[src/common/board_cfg_cfg.svh]
// offsets, field positions, reset values and timing for the board configuration peripheral
`ifndef BOARD_CFG_CFG_SVH
`define BOARD_CFG_CFG_SVH
`define OFS_BOARD_IDENTIFIER      24'h000000
`define OFS_FIRMWARE_REVISION     24'h000004
`define OFS_FLASH_SERIAL_CONTROL  24'h000008
`define OFS_FLASH_SERIAL_STATUS   24'h00000c
`define OFS_CONFIG_PORT_CONTROL   24'h000010
`define OFS_CONFIG_PORT_WRITE     24'h000014
`define OFS_CONFIG_PORT_READ      24'h000018
`define OFS_CONFIG_PORT_STATUS    24'h00001c
`define GROUP_BASE                24'h000000
`define GROUP_MASK                24'hffffe0
`define FLASH_CONTROL_RESET       32'h00000080
`define CONFIG_WRITE_RESET        32'h00000000
`define BIT_CHIP_SELECT_HIGH      8
`define BIT_CHIP_SELECT_LOW       9
`define BIT_START                 10
`define BIT_DONE                  11
`define POS_MAJOR                 8
`define POS_BUILD_TYPE            16
`define POS_SLOT                  24
`define CLK_PERIOD_NS             5
`define SCK_PERIOD_NS             160
`define SCK_HALF_CYCLES           ((`SCK_PERIOD_NS / 2) / `CLK_PERIOD_NS)
`endif

[src/common/board_cfg_pkg.sv]
// shared types for the board configuration peripheral
package board_cfg_pkg;
  typedef enum logic [3:0] {
    sel_none, sel_ident, sel_rev, sel_fctl, sel_fstat,
    sel_pctl, sel_pwr, sel_prd, sel_pstat
  } reg_sel_e;
  typedef enum logic {eng_idle, eng_shift} engine_state_e;
endpackage

[src/common/flash_serial_if.sv]
// handshake between register logic and the flash shift engine
`timescale 1ns/1ps
interface flash_serial_if;
  logic       start;
  logic [7:0] tx_byte;
  logic [7:0] rx_byte;
  logic       done;
  modport ctrl   (output start, output tx_byte, input rx_byte, input done);
  modport engine (input start, input tx_byte, output rx_byte, output done);
endinterface // flash_serial_if

[src/design/flash_serial_engine.sv]
// eight-bit mode zero shift engine for the serial flash
`timescale 1ns/1ps
`include "board_cfg_cfg.svh"
module flash_serial_engine
  import board_cfg_pkg::*;
#(
  parameter int HALF_CYCLES = `SCK_HALF_CYCLES
)(
  input  wire logic       clk,       // system clock
  input  wire logic       resetn,    // sync reset, active low
  flash_serial_if.engine  fs,        // start and byte handshake
  input  wire logic       flash_miso, // flash data out, async pin
  output logic            flash_sck, // serial clock
  output logic            flash_mosi // serial data to flash
);
  engine_state_e state, next_state;
  logic [7:0] shreg, next_shreg, rx, next_rx;
  logic [2:0] bit_cnt, next_bit_cnt;
  logic [7:0] div_cnt, next_div_cnt;
  logic       sck, next_sck, done, next_done;
  logic [7:0] rx_byte, next_rx_byte;
  logic       miso_meta, miso_s;
  logic       tick;

  ////////////////////////////////////////////////////////////////////////////
  // two-flop synchroniser; first stage feeds only the second
  always_ff @(posedge clk)
  begin
    miso_meta <= flash_miso;
    miso_s    <= miso_meta;
  end

  ////////////////////////////////////////////////////////////////////////////
  // half-period enable from the divider
  assign tick = (div_cnt == 8'(HALF_CYCLES - 1));

  // shift sequencing: sample on rising edge, shift on falling
  always_comb
  begin
    next_state   = state;
    next_shreg   = shreg;
    next_rx      = rx;
    next_bit_cnt = bit_cnt;
    next_div_cnt = (state == eng_shift && !tick) ? div_cnt + 8'h01 : 8'h00;
    next_sck     = sck;
    next_done    = done;
    next_rx_byte = rx_byte;
    case (state)
      eng_idle:
        if (fs.start)
        begin
          next_state   = eng_shift;
          next_shreg   = fs.tx_byte;
          next_bit_cnt = 3'h0;
          next_done    = 1'b0;
        end
      eng_shift:
        if (tick)
        begin
          if (!sck)
          begin
            next_sck = 1'b1;
            next_rx  = {rx[6:0], miso_s};
          end
          else
          begin
            next_sck = 1'b0;
            if (bit_cnt == 3'h7)
            begin
              next_state   = eng_idle;
              next_done    = 1'b1;
              next_rx_byte = rx;
            end
            else
            begin
              next_bit_cnt = bit_cnt + 3'h1;
              next_shreg   = {shreg[6:0], 1'b0};
            end
          end
        end
      default: next_state = eng_idle;
    endcase
  end

  always_ff @(posedge clk)
  begin
    if (!resetn)
    begin
      state   <= eng_idle;
      shreg   <= 8'h00;
      rx      <= 8'h00;
      bit_cnt <= 3'h0;
      div_cnt <= 8'h00;
      sck     <= 1'b0;
      done    <= 1'b1;
      rx_byte <= 8'h00;
    end
    else
    begin
      state   <= next_state;
      shreg   <= next_shreg;
      rx      <= next_rx;
      bit_cnt <= next_bit_cnt;
      div_cnt <= next_div_cnt;
      sck     <= next_sck;
      done    <= next_done;
      rx_byte <= next_rx_byte;
    end
  end

  assign flash_sck  = sck;
  assign flash_mosi = shreg[7];
  assign fs.done    = done;
  assign fs.rx_byte = rx_byte;
endmodule // flash_serial_engine

[src/design/config_port_bridge.sv]
// holding registers toward the internal configuration port
`timescale 1ns/1ps
`include "board_cfg_cfg.svh"
module config_port_bridge (
  input  wire logic        clk,         // system clock
  input  wire logic        resetn,      // sync reset, active low
  input  wire logic        wr_ctrl,     // host writes control
  input  wire logic        wr_data,     // host writes data
  input  wire logic        rd_data,     // host reads data
  input  wire logic [31:0] wdata,       // host write word
  input  wire logic [31:0] port_rdata,  // word from the port
  output logic      [31:0] port_ctrl,   // control word to the port
  output logic      [31:0] port_wdata,  // data word to the port
  output logic             port_wr,     // one-cycle write strobe
  output logic             port_rd,     // one-cycle read strobe
  output logic      [31:0] held_rdata   // last word from the port
);
  logic [31:0] next_ctrl, next_wdata, next_held;
  logic        next_wr, next_rd;

  ////////////////////////////////////////////////////////////////////////////
  // control reset to zero rather than left unknown, for a clean start
  always_comb
  begin
    next_ctrl  = wr_ctrl ? wdata : port_ctrl;
    next_wdata = wr_data ? wdata : port_wdata;
    next_wr    = wr_data;
    next_rd    = rd_data;
    next_held  = port_rdata;
  end

  always_ff @(posedge clk)
  begin
    if (!resetn)
    begin
      port_ctrl  <= 32'h00000000;
      port_wdata <= `CONFIG_WRITE_RESET;
      port_wr    <= 1'b0;
      port_rd    <= 1'b0;
      held_rdata <= 32'h00000000;
    end
    else
    begin
      port_ctrl  <= next_ctrl;
      port_wdata <= next_wdata;
      port_wr    <= next_wr;
      port_rd    <= next_rd;
      held_rdata <= next_held;
    end
  end
endmodule // config_port_bridge

[src/design/board_config_flash_port.sv]
// board configuration peripheral: identity, revision, flash serial port, config port
`timescale 1ns/1ps
`include "board_cfg_cfg.svh"
module board_config_flash_port
  import board_cfg_pkg::*;
#(
  parameter logic [31:0] IDENT_WORD     = 32'h42434650, // arbitrary value
  parameter logic [7:0]  MINOR_REVISION = 8'h00,        // firmware minor
  parameter logic [7:0]  MAJOR_REVISION = 8'h01,        // firmware major
  parameter logic [7:0]  BUILD_TYPE     = 8'h00,        // arbitrary value
  parameter int          SCK_HALF       = `SCK_HALF_CYCLES
)(
  input  wire logic        clk,               // system clock 200 MHz
  input  wire logic        resetn,            // sync reset, active low
  input  wire logic [23:0] bus_addr,          // A24 byte address
  input  wire logic        bus_wr,            // single-cycle write strobe
  input  wire logic        bus_rd,            // single-cycle read strobe
  input  wire logic [31:0] bus_wdata,         // write data
  output logic      [31:0] bus_rdata,         // read data
  output logic             bus_ack,           // access done, one cycle
  input  wire logic [4:0]  slot_pins,         // backplane slot strap
  output logic             flash_chip_select, // flash select line
  output logic             flash_sck,         // flash serial clock
  output logic             flash_mosi,        // data to flash
  input  wire logic        flash_miso,        // data from flash
  output logic      [31:0] port_ctrl,         // config port control
  output logic      [31:0] port_wdata,        // config port write word
  output logic             port_wr,           // config port write strobe
  output logic             port_rd,           // config port read strobe
  input  wire logic [31:0] port_rdata,        // config port read word
  input  wire logic [31:0] port_status        // config port status
);
  flash_serial_if fs ();

  logic [7:0]  tx_byte, next_tx_byte;
  logic        cs, next_cs;
  logic        start, next_start;
  logic [31:0] rdata, next_rdata;
  logic        ack, next_ack;
  logic [4:0]  slot_meta, slot_sync;
  logic [31:0] held_rdata;
  logic [31:0] revision_word;
  reg_sel_e    wsel, rsel;
  logic        wr_fctl, wr_pctl, wr_pwr, rd_prd;

  ////////////////////////////////////////////////////////////////////////////
  // address decode shared by the write and read paths
  function automatic reg_sel_e decode(input logic [23:0] a);
    reg_sel_e s;
    s = sel_none;
    if ((a & `GROUP_MASK) == `GROUP_BASE)
    begin
      case (a)
        `OFS_BOARD_IDENTIFIER:     s = sel_ident;
        `OFS_FIRMWARE_REVISION:    s = sel_rev;
        `OFS_FLASH_SERIAL_CONTROL: s = sel_fctl;
        `OFS_FLASH_SERIAL_STATUS:  s = sel_fstat;
        `OFS_CONFIG_PORT_CONTROL:  s = sel_pctl;
        `OFS_CONFIG_PORT_WRITE:    s = sel_pwr;
        `OFS_CONFIG_PORT_READ:     s = sel_prd;
        `OFS_CONFIG_PORT_STATUS:   s = sel_pstat;
        default:                   s = sel_none; // unaligned or unmapped
      endcase
    end
    return s;
  endfunction

  assign wsel    = decode(bus_addr);
  assign rsel    = wsel;
  assign wr_fctl = bus_wr && (wsel == sel_fctl);
  assign wr_pctl = bus_wr && (wsel == sel_pctl);
  assign wr_pwr  = bus_wr && (wsel == sel_pwr);
  assign rd_prd  = bus_rd && !bus_wr && (rsel == sel_prd);

  ////////////////////////////////////////////////////////////////////////////
  // slot strap comes from the backplane, so it is synchronised first
  always_ff @(posedge clk)
  begin
    slot_meta <= slot_pins;
    slot_sync <= slot_meta;
  end

  // revision word fields
  assign revision_word = {3'h0, slot_sync, BUILD_TYPE, MAJOR_REVISION,
                          MINOR_REVISION};

  ////////////////////////////////////////////////////////////////////////////
  // flash control: transmit byte, chip select and start pulse
  always_comb
  begin
    next_tx_byte = tx_byte;
    next_cs      = cs;
    next_start   = 1'b0;
    if (wr_fctl)
    begin
      next_tx_byte = bus_wdata[7:0];
      if (bus_wdata[`BIT_CHIP_SELECT_LOW])
        next_cs = 1'b0;
      // high wins when both bits are written, keeping the flash safe
      if (bus_wdata[`BIT_CHIP_SELECT_HIGH])
        next_cs = 1'b1;
      // a start while busy is dropped; software must poll first
      next_start = bus_wdata[`BIT_START] && fs.done;
    end
  end

  always_ff @(posedge clk)
  begin
    if (!resetn)
    begin
      tx_byte <= 8'(`FLASH_CONTROL_RESET);
      cs      <= 1'b1;
      start   <= 1'b0;
    end
    else
    begin
      tx_byte <= next_tx_byte;
      cs      <= next_cs;
      start   <= next_start;
    end
  end

  assign fs.start          = start;
  assign fs.tx_byte        = tx_byte;
  assign flash_chip_select = cs;

  ////////////////////////////////////////////////////////////////////////////
  // read mux and single-cycle acknowledge; write-only bits read zero
  always_comb
  begin
    next_rdata = rdata;
    next_ack   = bus_wr || bus_rd;
    if (bus_rd && !bus_wr)
    begin
      case (rsel)
        sel_ident: next_rdata = IDENT_WORD;
        sel_rev:   next_rdata = revision_word;
        sel_fctl:  next_rdata = {24'h000000, tx_byte};
        // done also reads zero in the cycle a start is pending
        sel_fstat: next_rdata = {20'h00000, fs.done && !start,
                                 3'h0, fs.rx_byte};
        sel_pctl:  next_rdata = port_ctrl;
        sel_prd:   next_rdata = held_rdata;
        sel_pstat: next_rdata = port_status;
        default:   next_rdata = 32'h00000000;
      endcase
    end
  end

  always_ff @(posedge clk)
  begin
    if (!resetn)
    begin
      rdata <= 32'h00000000;
      ack   <= 1'b0;
    end
    else
    begin
      rdata <= next_rdata;
      ack   <= next_ack;
    end
  end

  assign bus_rdata = rdata;
  assign bus_ack   = ack;

  ////////////////////////////////////////////////////////////////////////////
  // shift engine and config port holding registers
  flash_serial_engine #(
    .HALF_CYCLES (SCK_HALF)
  ) u_engine (
    .clk        (clk),
    .resetn     (resetn),
    .fs         (fs.engine),
    .flash_miso (flash_miso),
    .flash_sck  (flash_sck),
    .flash_mosi (flash_mosi)
  );

  config_port_bridge u_bridge (
    .clk        (clk),
    .resetn     (resetn),
    .wr_ctrl    (wr_pctl),
    .wr_data    (wr_pwr),
    .rd_data    (rd_prd),
    .wdata      (bus_wdata),
    .port_rdata (port_rdata),
    .port_ctrl  (port_ctrl),
    .port_wdata (port_wdata),
    .port_wr    (port_wr),
    .port_rd    (port_rd),
    .held_rdata (held_rdata)
  );
endmodule // board_config_flash_port

[config.mk]
export PLATFORM = sky130hd
export DESIGN_NAME = board_config_flash_port
export DESIGN_NICKNAME = d
export VERILOG_FILES = /design/src/common/board_cfg_pkg.sv /design/src/common/flash_serial_if.sv /design/src/design/flash_serial_engine.sv /design/src/design/config_port_bridge.sv /design/src/design/board_config_flash_port.sv
export VERILOG_INCLUDE_DIRS = /design/src /design/src/common
export SDC_FILE = /design/constraint.sdc
export NUM_CORES = 1
export LEC_CHECK = 0
export ABC_AREA = 1
export BUFFER_PORTS_ARGS = -buffer_cell sky130_fd_sc_hd__buf_2
export CORE_MARGIN = 2
export CORE_UTILIZATION = 30
export CTS_CLUSTER_DIAMETER = 120
export DETAILED_ROUTE_END_ITERATION = 10
export GPL_TIMING_DRIVEN = 0
export SYNTH_ARGS = -nofsm -noshare
export SYNTH_HDL_FRONTEND = slang
export SYNTH_SLANG_ARGS = --single-unit
[constraint.sdc]
create_clock -name clk -period 2.6 [get_ports clk]
set_clock_uncertainty 0.1 [all_clocks]
set_input_delay 0.13 -clock clk [delete_from_list [all_inputs] [get_ports clk]]
set_output_delay 0.13 -clock clk [all_outputs]
set_load 0.05 [all_outputs]
==> out/metrics.csv, run 1 <==
metric,value,unit
status,"complete, no violations",
port bufs,230,
syn_area_per_cell,7.63,um2
CTS buffer count,17,
total grt overflow,0,
Synth area leader,dfxtp_1,
drt total wl,27.3,mm
maximum number of pins on one net before global-route repair,17,
Pwr Total,6.24,mW
global-route wire length before repair,40.4,mm
CTS Sinks,191,
final hold slack,0.00594,ns
RSZ-0062 raised after global routing,false,
Core Region,0.0253,mm2
post-synthesis cell area,0.00772,mm2
Pins Over Slew Limit,0,
largest family of logic cells by synthesized area,simple AND/OR/NAND/NOR gates,
Synth Instances,1011,
post-DP HPWL,20.8,mm
Initial Util,0.306,
average via count per standard cell,4.64,
leakage,4.93,nW
vias in the first global route,7299,
Max Cap Violations,0,
CP endpoint kind,flip-flop,
placement-stage cell area,0.00928,mm2
RD Place Congestion,0.860,
GRT busiest layer,met2,
DIE HEIGHT,164,um
#FFs+latches synth,191,
H-Tree Depth,4,
period utilization,0.892,
worst vdd ir,0.000436,V
Synth cell types,40,
Mapped Nets,1144,
worst hold path class,in2reg,
crit path max fanout,10,
DRT iter0 DRCs,633,
residual DRC count,0,
register area share after synthesis,0.495,
clk buf depth,2,
Routed WL per cell,16.2,um
Simple-Gate Fraction of Synth Area,0.247,
Synth Area in Adders,0.00486,
met3 Use GR,0.0399,
Synth top area share,0.495,
post-synthesis mux area share,0,
TNS Setup,0,ns
Worst Tran Pin Value,0.830,ns
area delta synth->final,39.6,%
final number of hold-violating endpoints,0,
row count,58,
compound-gate portion of the synthesized area,0.160,
die area,0.0270,mm2
Worst Path Required,2.86,ns
Pwr Density,579,mW/mm2
M2 GR Usage,0.324,
vias,7831,
initial antenna violation count,1,
post-CTS setup repair buffer count,0,
Synth Area in XOR/XNOR,0.00113,
f_max,431,MHz
met1 Track Usage GR,0.260,
min cycle time layout,2.32,ns
TritonCTS clock tree,yes,
final setup vio count,0,
CP Launch Type,flip-flop,
most common cell in the netlist,nand2_1,
Routed Antenna Nets,0,
share of cells above drive strength 1,0.240,
Crit Path Category,reg2reg,
chip width,164,um
root buffer cell,clkbuf_16,
Post-synth EDFFs,0,
ys async rst share,0,
"top cells by area, synth","dfxtp_1 50%, nand2_1 9.8%, a21oi_1 6.5%, nand3_1 6.3%, o21ai_0 5.8%",
DR pass1 iterations,5,
GRT Total Usage,0.198,
Main synth FF type,dfxtp_1,
crit path DAT,2.58,ns
Worst-path clk slew,0.07,ns
Post-synth top cells,"202 x nand2_1, 191 x dfxtp_1, 103 x inv_1",
worst-skew pair later-pin latency,0.44,ns
relative slew slack,0.446,
Layout Cell Area excl Fill,0.0108,mm2
Synthesis Warnings,0,
fin nets,1477,
I/O Pins,232,
## registers in the layout, summed over array words and instances (netlist names)
register,count
bus_rdata,32
u_bridge.held_rdata,32
u_bridge.port_ctrl,32
u_bridge.port_wdata,32
fs.tx_byte,8
u_engine.div_cnt,8
u_engine.fs.rx_byte,8
u_engine.rx,8
u_engine.shreg,8
slot_meta,5
slot_sync,5
u_engine.bit_cnt,3
bus_ack,1
flash_chip_select,1
fs.start,1
u_bridge.port_rd,1
u_bridge.port_wr,1
u_engine.flash_sck,1
u_engine.fs.done,1
u_engine.miso_meta,1
u_engine.miso_s,1
u_engine.state,1
## placed cells by master (no fill, tap or decap), types with 5 or more instances in the layout
cell type,count
nand2_2,8
inv_2,5
clkbuf_16,17
o21ai_0,90
inv_1,103
nand2_1,202
o21bai_1,6
dfxtp_1,191
clkbuf_1,32
buf_4,10
nand3_1,97
a21oi_1,101
buf_2,243
dlygate4sd3_1,84
nand4_1,17
a31oi_1,7
nor2_4,7
nor2_1,76
a211oi_2,8
## cell type report
type	count	area (um2)
Fill cell	2640	14500
Buffer	60	294
Antenna cell	1	2.50
Tap cell	330	413
Multi-Input combinational cell	650	3190
Inverter	110	413
Sequential cell	191	3820
Clock buffer	21	470
Clock inverter	11	175
Timing Repair Buffer	314	1990
## repair_timing
| item | in CTS | in global routing |
|---|---|---|
| setup endpoints to repair | 0 | 9 |
| resized for setup | 0 | 1 |
| endpoints found under the hold margin | 126 | 0 |
| hold buffers | 84 | 0 |
## metal layers
layer / vias to the layer above / wire (um)
li1: 3961 / -
met1: 3577 / 12400
met2: 255 / 12700
met3: 38 / 1620
met4: 0 / 601
met5: - / 0
## through the flow
stage	setup WS [ns]	cells	util
after detailed placement	0.241	1571	0.368
final	0.280	1688	0.427
after floorplan	0.807	1011	-
after CTS	0.224	1687	0.426
after global routing	0.00694	1688	0.427
after global placement	0.277	1571	0.368
## cells by family (layout without fill, tap and decap cells)
| kind of cell | Yosys count | count (layout) |
|---|---|---|
| AND/OR/NAND/NOR | 424 | 424 |
| AO/OA/AOI/OAI | 222 | 222 |
| flip-flops | 191 | 191 |
| buffers and inverters | 170 | 516 |
| adder cells (fa/ha/maj) | 3 | 3 |
| XOR/XNOR | 1 | 1 |
| other | 0 | 1 |
## where the power goes
part / total [mW] / internal (mW) / switching [mW]
registers: 2.97 / 2.96 / 0.0113
clock network: 2.89 / 1.70 / 1.19
logic: 0.377 / 0.184 / 0.194
## final timing paths
path	startpoint	end	slack, ns	cells after the start
min	port_status[7]	bus_rdata[7]	0.006	5
max reg2reg	u_engine.div_cnt[0]	u_engine.bit_cnt[1]	0.28	12
min reg2reg	u_engine.miso_meta	u_engine.miso_s	0.23	0
max	u_engine.div_cnt[0]	u_engine.bit_cnt[1]	0.28	12
## worst max-delay path, cell delays in order (launching register included)
cell	delay [ns]
dfxtp_1	0.35
ha_1	0.18
nand2_1	0.08
nor2_1	0.18
nand4_1	0.21
inv_1	0.12
nor2_1	0.06
inv_1	0.05
nand4_1	0.17
inv_1	0.26
buf_4	0.22
nand3_1	0.09
a21oi_1	0.15
Power figures use the tool's default switching activity.
==> run 2: changes to the inputs <==
- CORE_MARGIN: 2 -> 1.5
==> run 2 against run 1 <==
Hold slack improved by 0.0076 ns. Sequential power hardly changed. Worst setup slack improved by 0.11 ns. Utilization about the same. Largest power group unchanged.
==> out/metrics.csv, run 2 (synthesis gave the netlist of run 1 again) <==
metric,value,unit,change
status,"complete, no violations",,unchanged
vias in the first global route,7418,,"was 7,299"
fill count,2640,,unchanged
sequential share of power,0.494,,was 0.476
fin nets,1480,,"was 1,477"
vias,7896,,"was 7,831"
DR pass1 iterations,5,,unchanged
period utilization,0.849,,was 0.892
share of cells above drive strength 1,0.240,,about the same
worst vdd ir,0.000361,V,was 0.000436 V
DRT iter0 DRCs,623,,was 633
relative slew slack,0.499,,was 0.446
RD Place Congestion,0.861,,was 0.860
row count,58,,unchanged
chip width,163,um,was 164 um
Pwr Total,6.01,mW,was 6.24 mW
f_max,453,MHz,was 431 MHz
Routed Antenna Nets,0,,unchanged
CP endpoint kind,flip-flop,,unchanged
min cycle time layout,2.21,ns,was 2.32 ns
Clk pwr share,0.442,,was 0.463
final setup vio count,0,,unchanged
residual DRC count,0,,unchanged
Core Region,0.0252,mm2,was 0.0253 mm2
slowest CP cell,dfxtp_1,,unchanged
worst hold path class,in2reg,,unchanged
global-route wire length before repair,41.2,mm,was 40.4 mm
RSZ-0062 raised after global routing,false,,unchanged
combinational power share,0.063,,was 0.060
Pins Over Slew Limit,0,,unchanged
DIE HEIGHT,163,um,was 164 um
crit path DAT,2.46,ns,was 2.58 ns
CTS buffer count,17,,unchanged
leakage,4.91,nW,was 4.93 nW
final hold slack,0.0135,ns,was 0.00594 ns
drt total wl,27.3,mm,about the same
Routed WL per cell,16.2,um,about the same
root buffer cell,clkbuf_16,,unchanged
Pwr Density,559,mW/mm2,was 579 mW/mm2
CP peak stage delay,0.35,ns,about the same
total grt overflow,0,,unchanged
clk buf depth,2,,unchanged
Worst Tran Pin Value,0.752,ns,was 0.830 ns
H-Tree Depth,4,,unchanged
Ant. Diodes,0,,was 1
Worst Path Required,2.85,ns,was 2.86 ns
worst-skew pair later-pin latency,0.43,ns,was 0.44 ns
Crit Path Category,reg2reg,,unchanged
port bufs,230,,unchanged
CP cell instances,ha_1 -> nand2_1 -> nor2_1 -> nand4_1 -> inv_1 -> nor2_1 -> inv_1 -> nand4_1 -> inv_2 -> buf_4 -> nand3_1 -> a21oi_1,,was ha_1 -> nand2_1 -> nor2_1 -> nand4_1 -> inv_1 -> nor2_1 -> inv_1 -> nand4_1 -> inv_1 -> buf_4 -> nand3_1 -> a21oi_1
Non-Filler Instances,1690,,"was 1,688"
Initial Util,0.306,,about the same
area delta synth->final,39.3,%,was 39.6%
GRT Total Usage,0.205,,was 0.198
initial antenna violation count,0,,was 1
TritonCTS clock tree,yes,,unchanged
switching part of the total power,0.233,,was 0.224
final number of hold-violating endpoints,0,,unchanged
die area,0.0267,mm2,was 0.0270 mm2
"commonest non-fill, non-tap cells in the layout","243 x buf_2, 202 x nand2_1, 191 x dfxtp_1",,unchanged
post-DP HPWL,20.8,mm,about the same
Sw Pwr,1.40,mW,about the same
"most common cell after layout, fill and taps aside",buf_2,,unchanged
TNS Setup,0,ns,unchanged
CTS Sinks,191,,unchanged
post-CTS setup repair buffer count,0,,unchanged
CP Launch Type,flip-flop,,unchanged
average via count per standard cell,4.67,,was 4.64
placement-stage cell area,0.00928,mm2,unchanged
Layout Cell Area excl Fill,0.0107,mm2,was 0.0108 mm2
dpl cells,1571,,unchanged
Max Cap Violations,0,,unchanged
P_int,4.61,mW,was 4.84 mW
crit path max fanout,10,,unchanged
I/O Pins,232,,unchanged
Worst-path clk slew,0.07,ns,about the same
maximum number of pins on one net before global-route repair,18,,was 17
run 2: worst paths after layout:
kind,from,to,slack (ns),cells after the start
setup / recovery,u_engine.div_cnt[0],u_engine.bit_cnt[2],0.39,12
hold / removal,port_status[12],bus_rdata[12],0.01,5
setup reg to reg,u_engine.div_cnt[0],u_engine.bit_cnt[2],0.39,12
hold reg to reg,slot_meta[4],slot_sync[4],0.23,0
run 2: stage by stage:
| stage | setup WS, ns | utilization |
|---|---|---|
| floorplan | 0.807 | - |
| global placement | 0.309 | 0.369 |
| detailed placement | 0.318 | 0.369 |
| CTS | 0.298 | 0.427 |
| global route | 0.0135 | 0.427 |
| finish | 0.393 | 0.427 |
run 2: critical path, delay by kind of cell, from the launching register on:
family | cells | cell delay, ns
buf+inv | 4 | 0.57
simple gates | 6 | 0.80
fa+ha+maj | 1 | 0.17
compound gates | 1 | 0.14
flops | 1 | 0.35
run 2: area by class of cell:
cell class / count / area [um2] / share of cell area
plain buffers: 60 / 294 / 0.0274
clock buffers: 19 / 443 / 0.0412
clock inverters: 13 / 151 / 0.0141
inverters: 110 / 413 / 0.0384
multi-input cells: 650 / 3190 / 0.297
flip-flops and latches: 191 / 3820 / 0.356
well taps: 330 / 413 / 0.0384
repair buffers: 317 / 2020 / 0.188
run 2: layer usage:
layer | vias up | GRT usage | routed length [um]
li1 | 3955 | - | -
met2 | 290 | 0.338 | 12600
met3 | 39 | 0.0429 | 1860
met4 | 0 | 0.0880 | 713
met5 | - | 0 | 0
met1 | 3612 | 0.258 | 12100
run 2: what timing repair did:
| action | CTS | global route |
|---|---|---|
| resized for setup | 0 | 2 |
| hold endpoints to repair | 129 | 0 |
| setup endpoints to repair | 0 | 7 |
| hold buffers | 87 | 0 |
run 2: power groups by stage:
stage                     Clock [mW]  Combinational, mW  Sequential, mW
after floorplan                    0              0.107            3.04
after global placement             0              0.276            3.04
after detailed placement           0              0.278            3.04
after CTS                       2.71              0.381            2.97
after global routing            2.82              0.415            2.97
final                           2.66              0.380            2.97
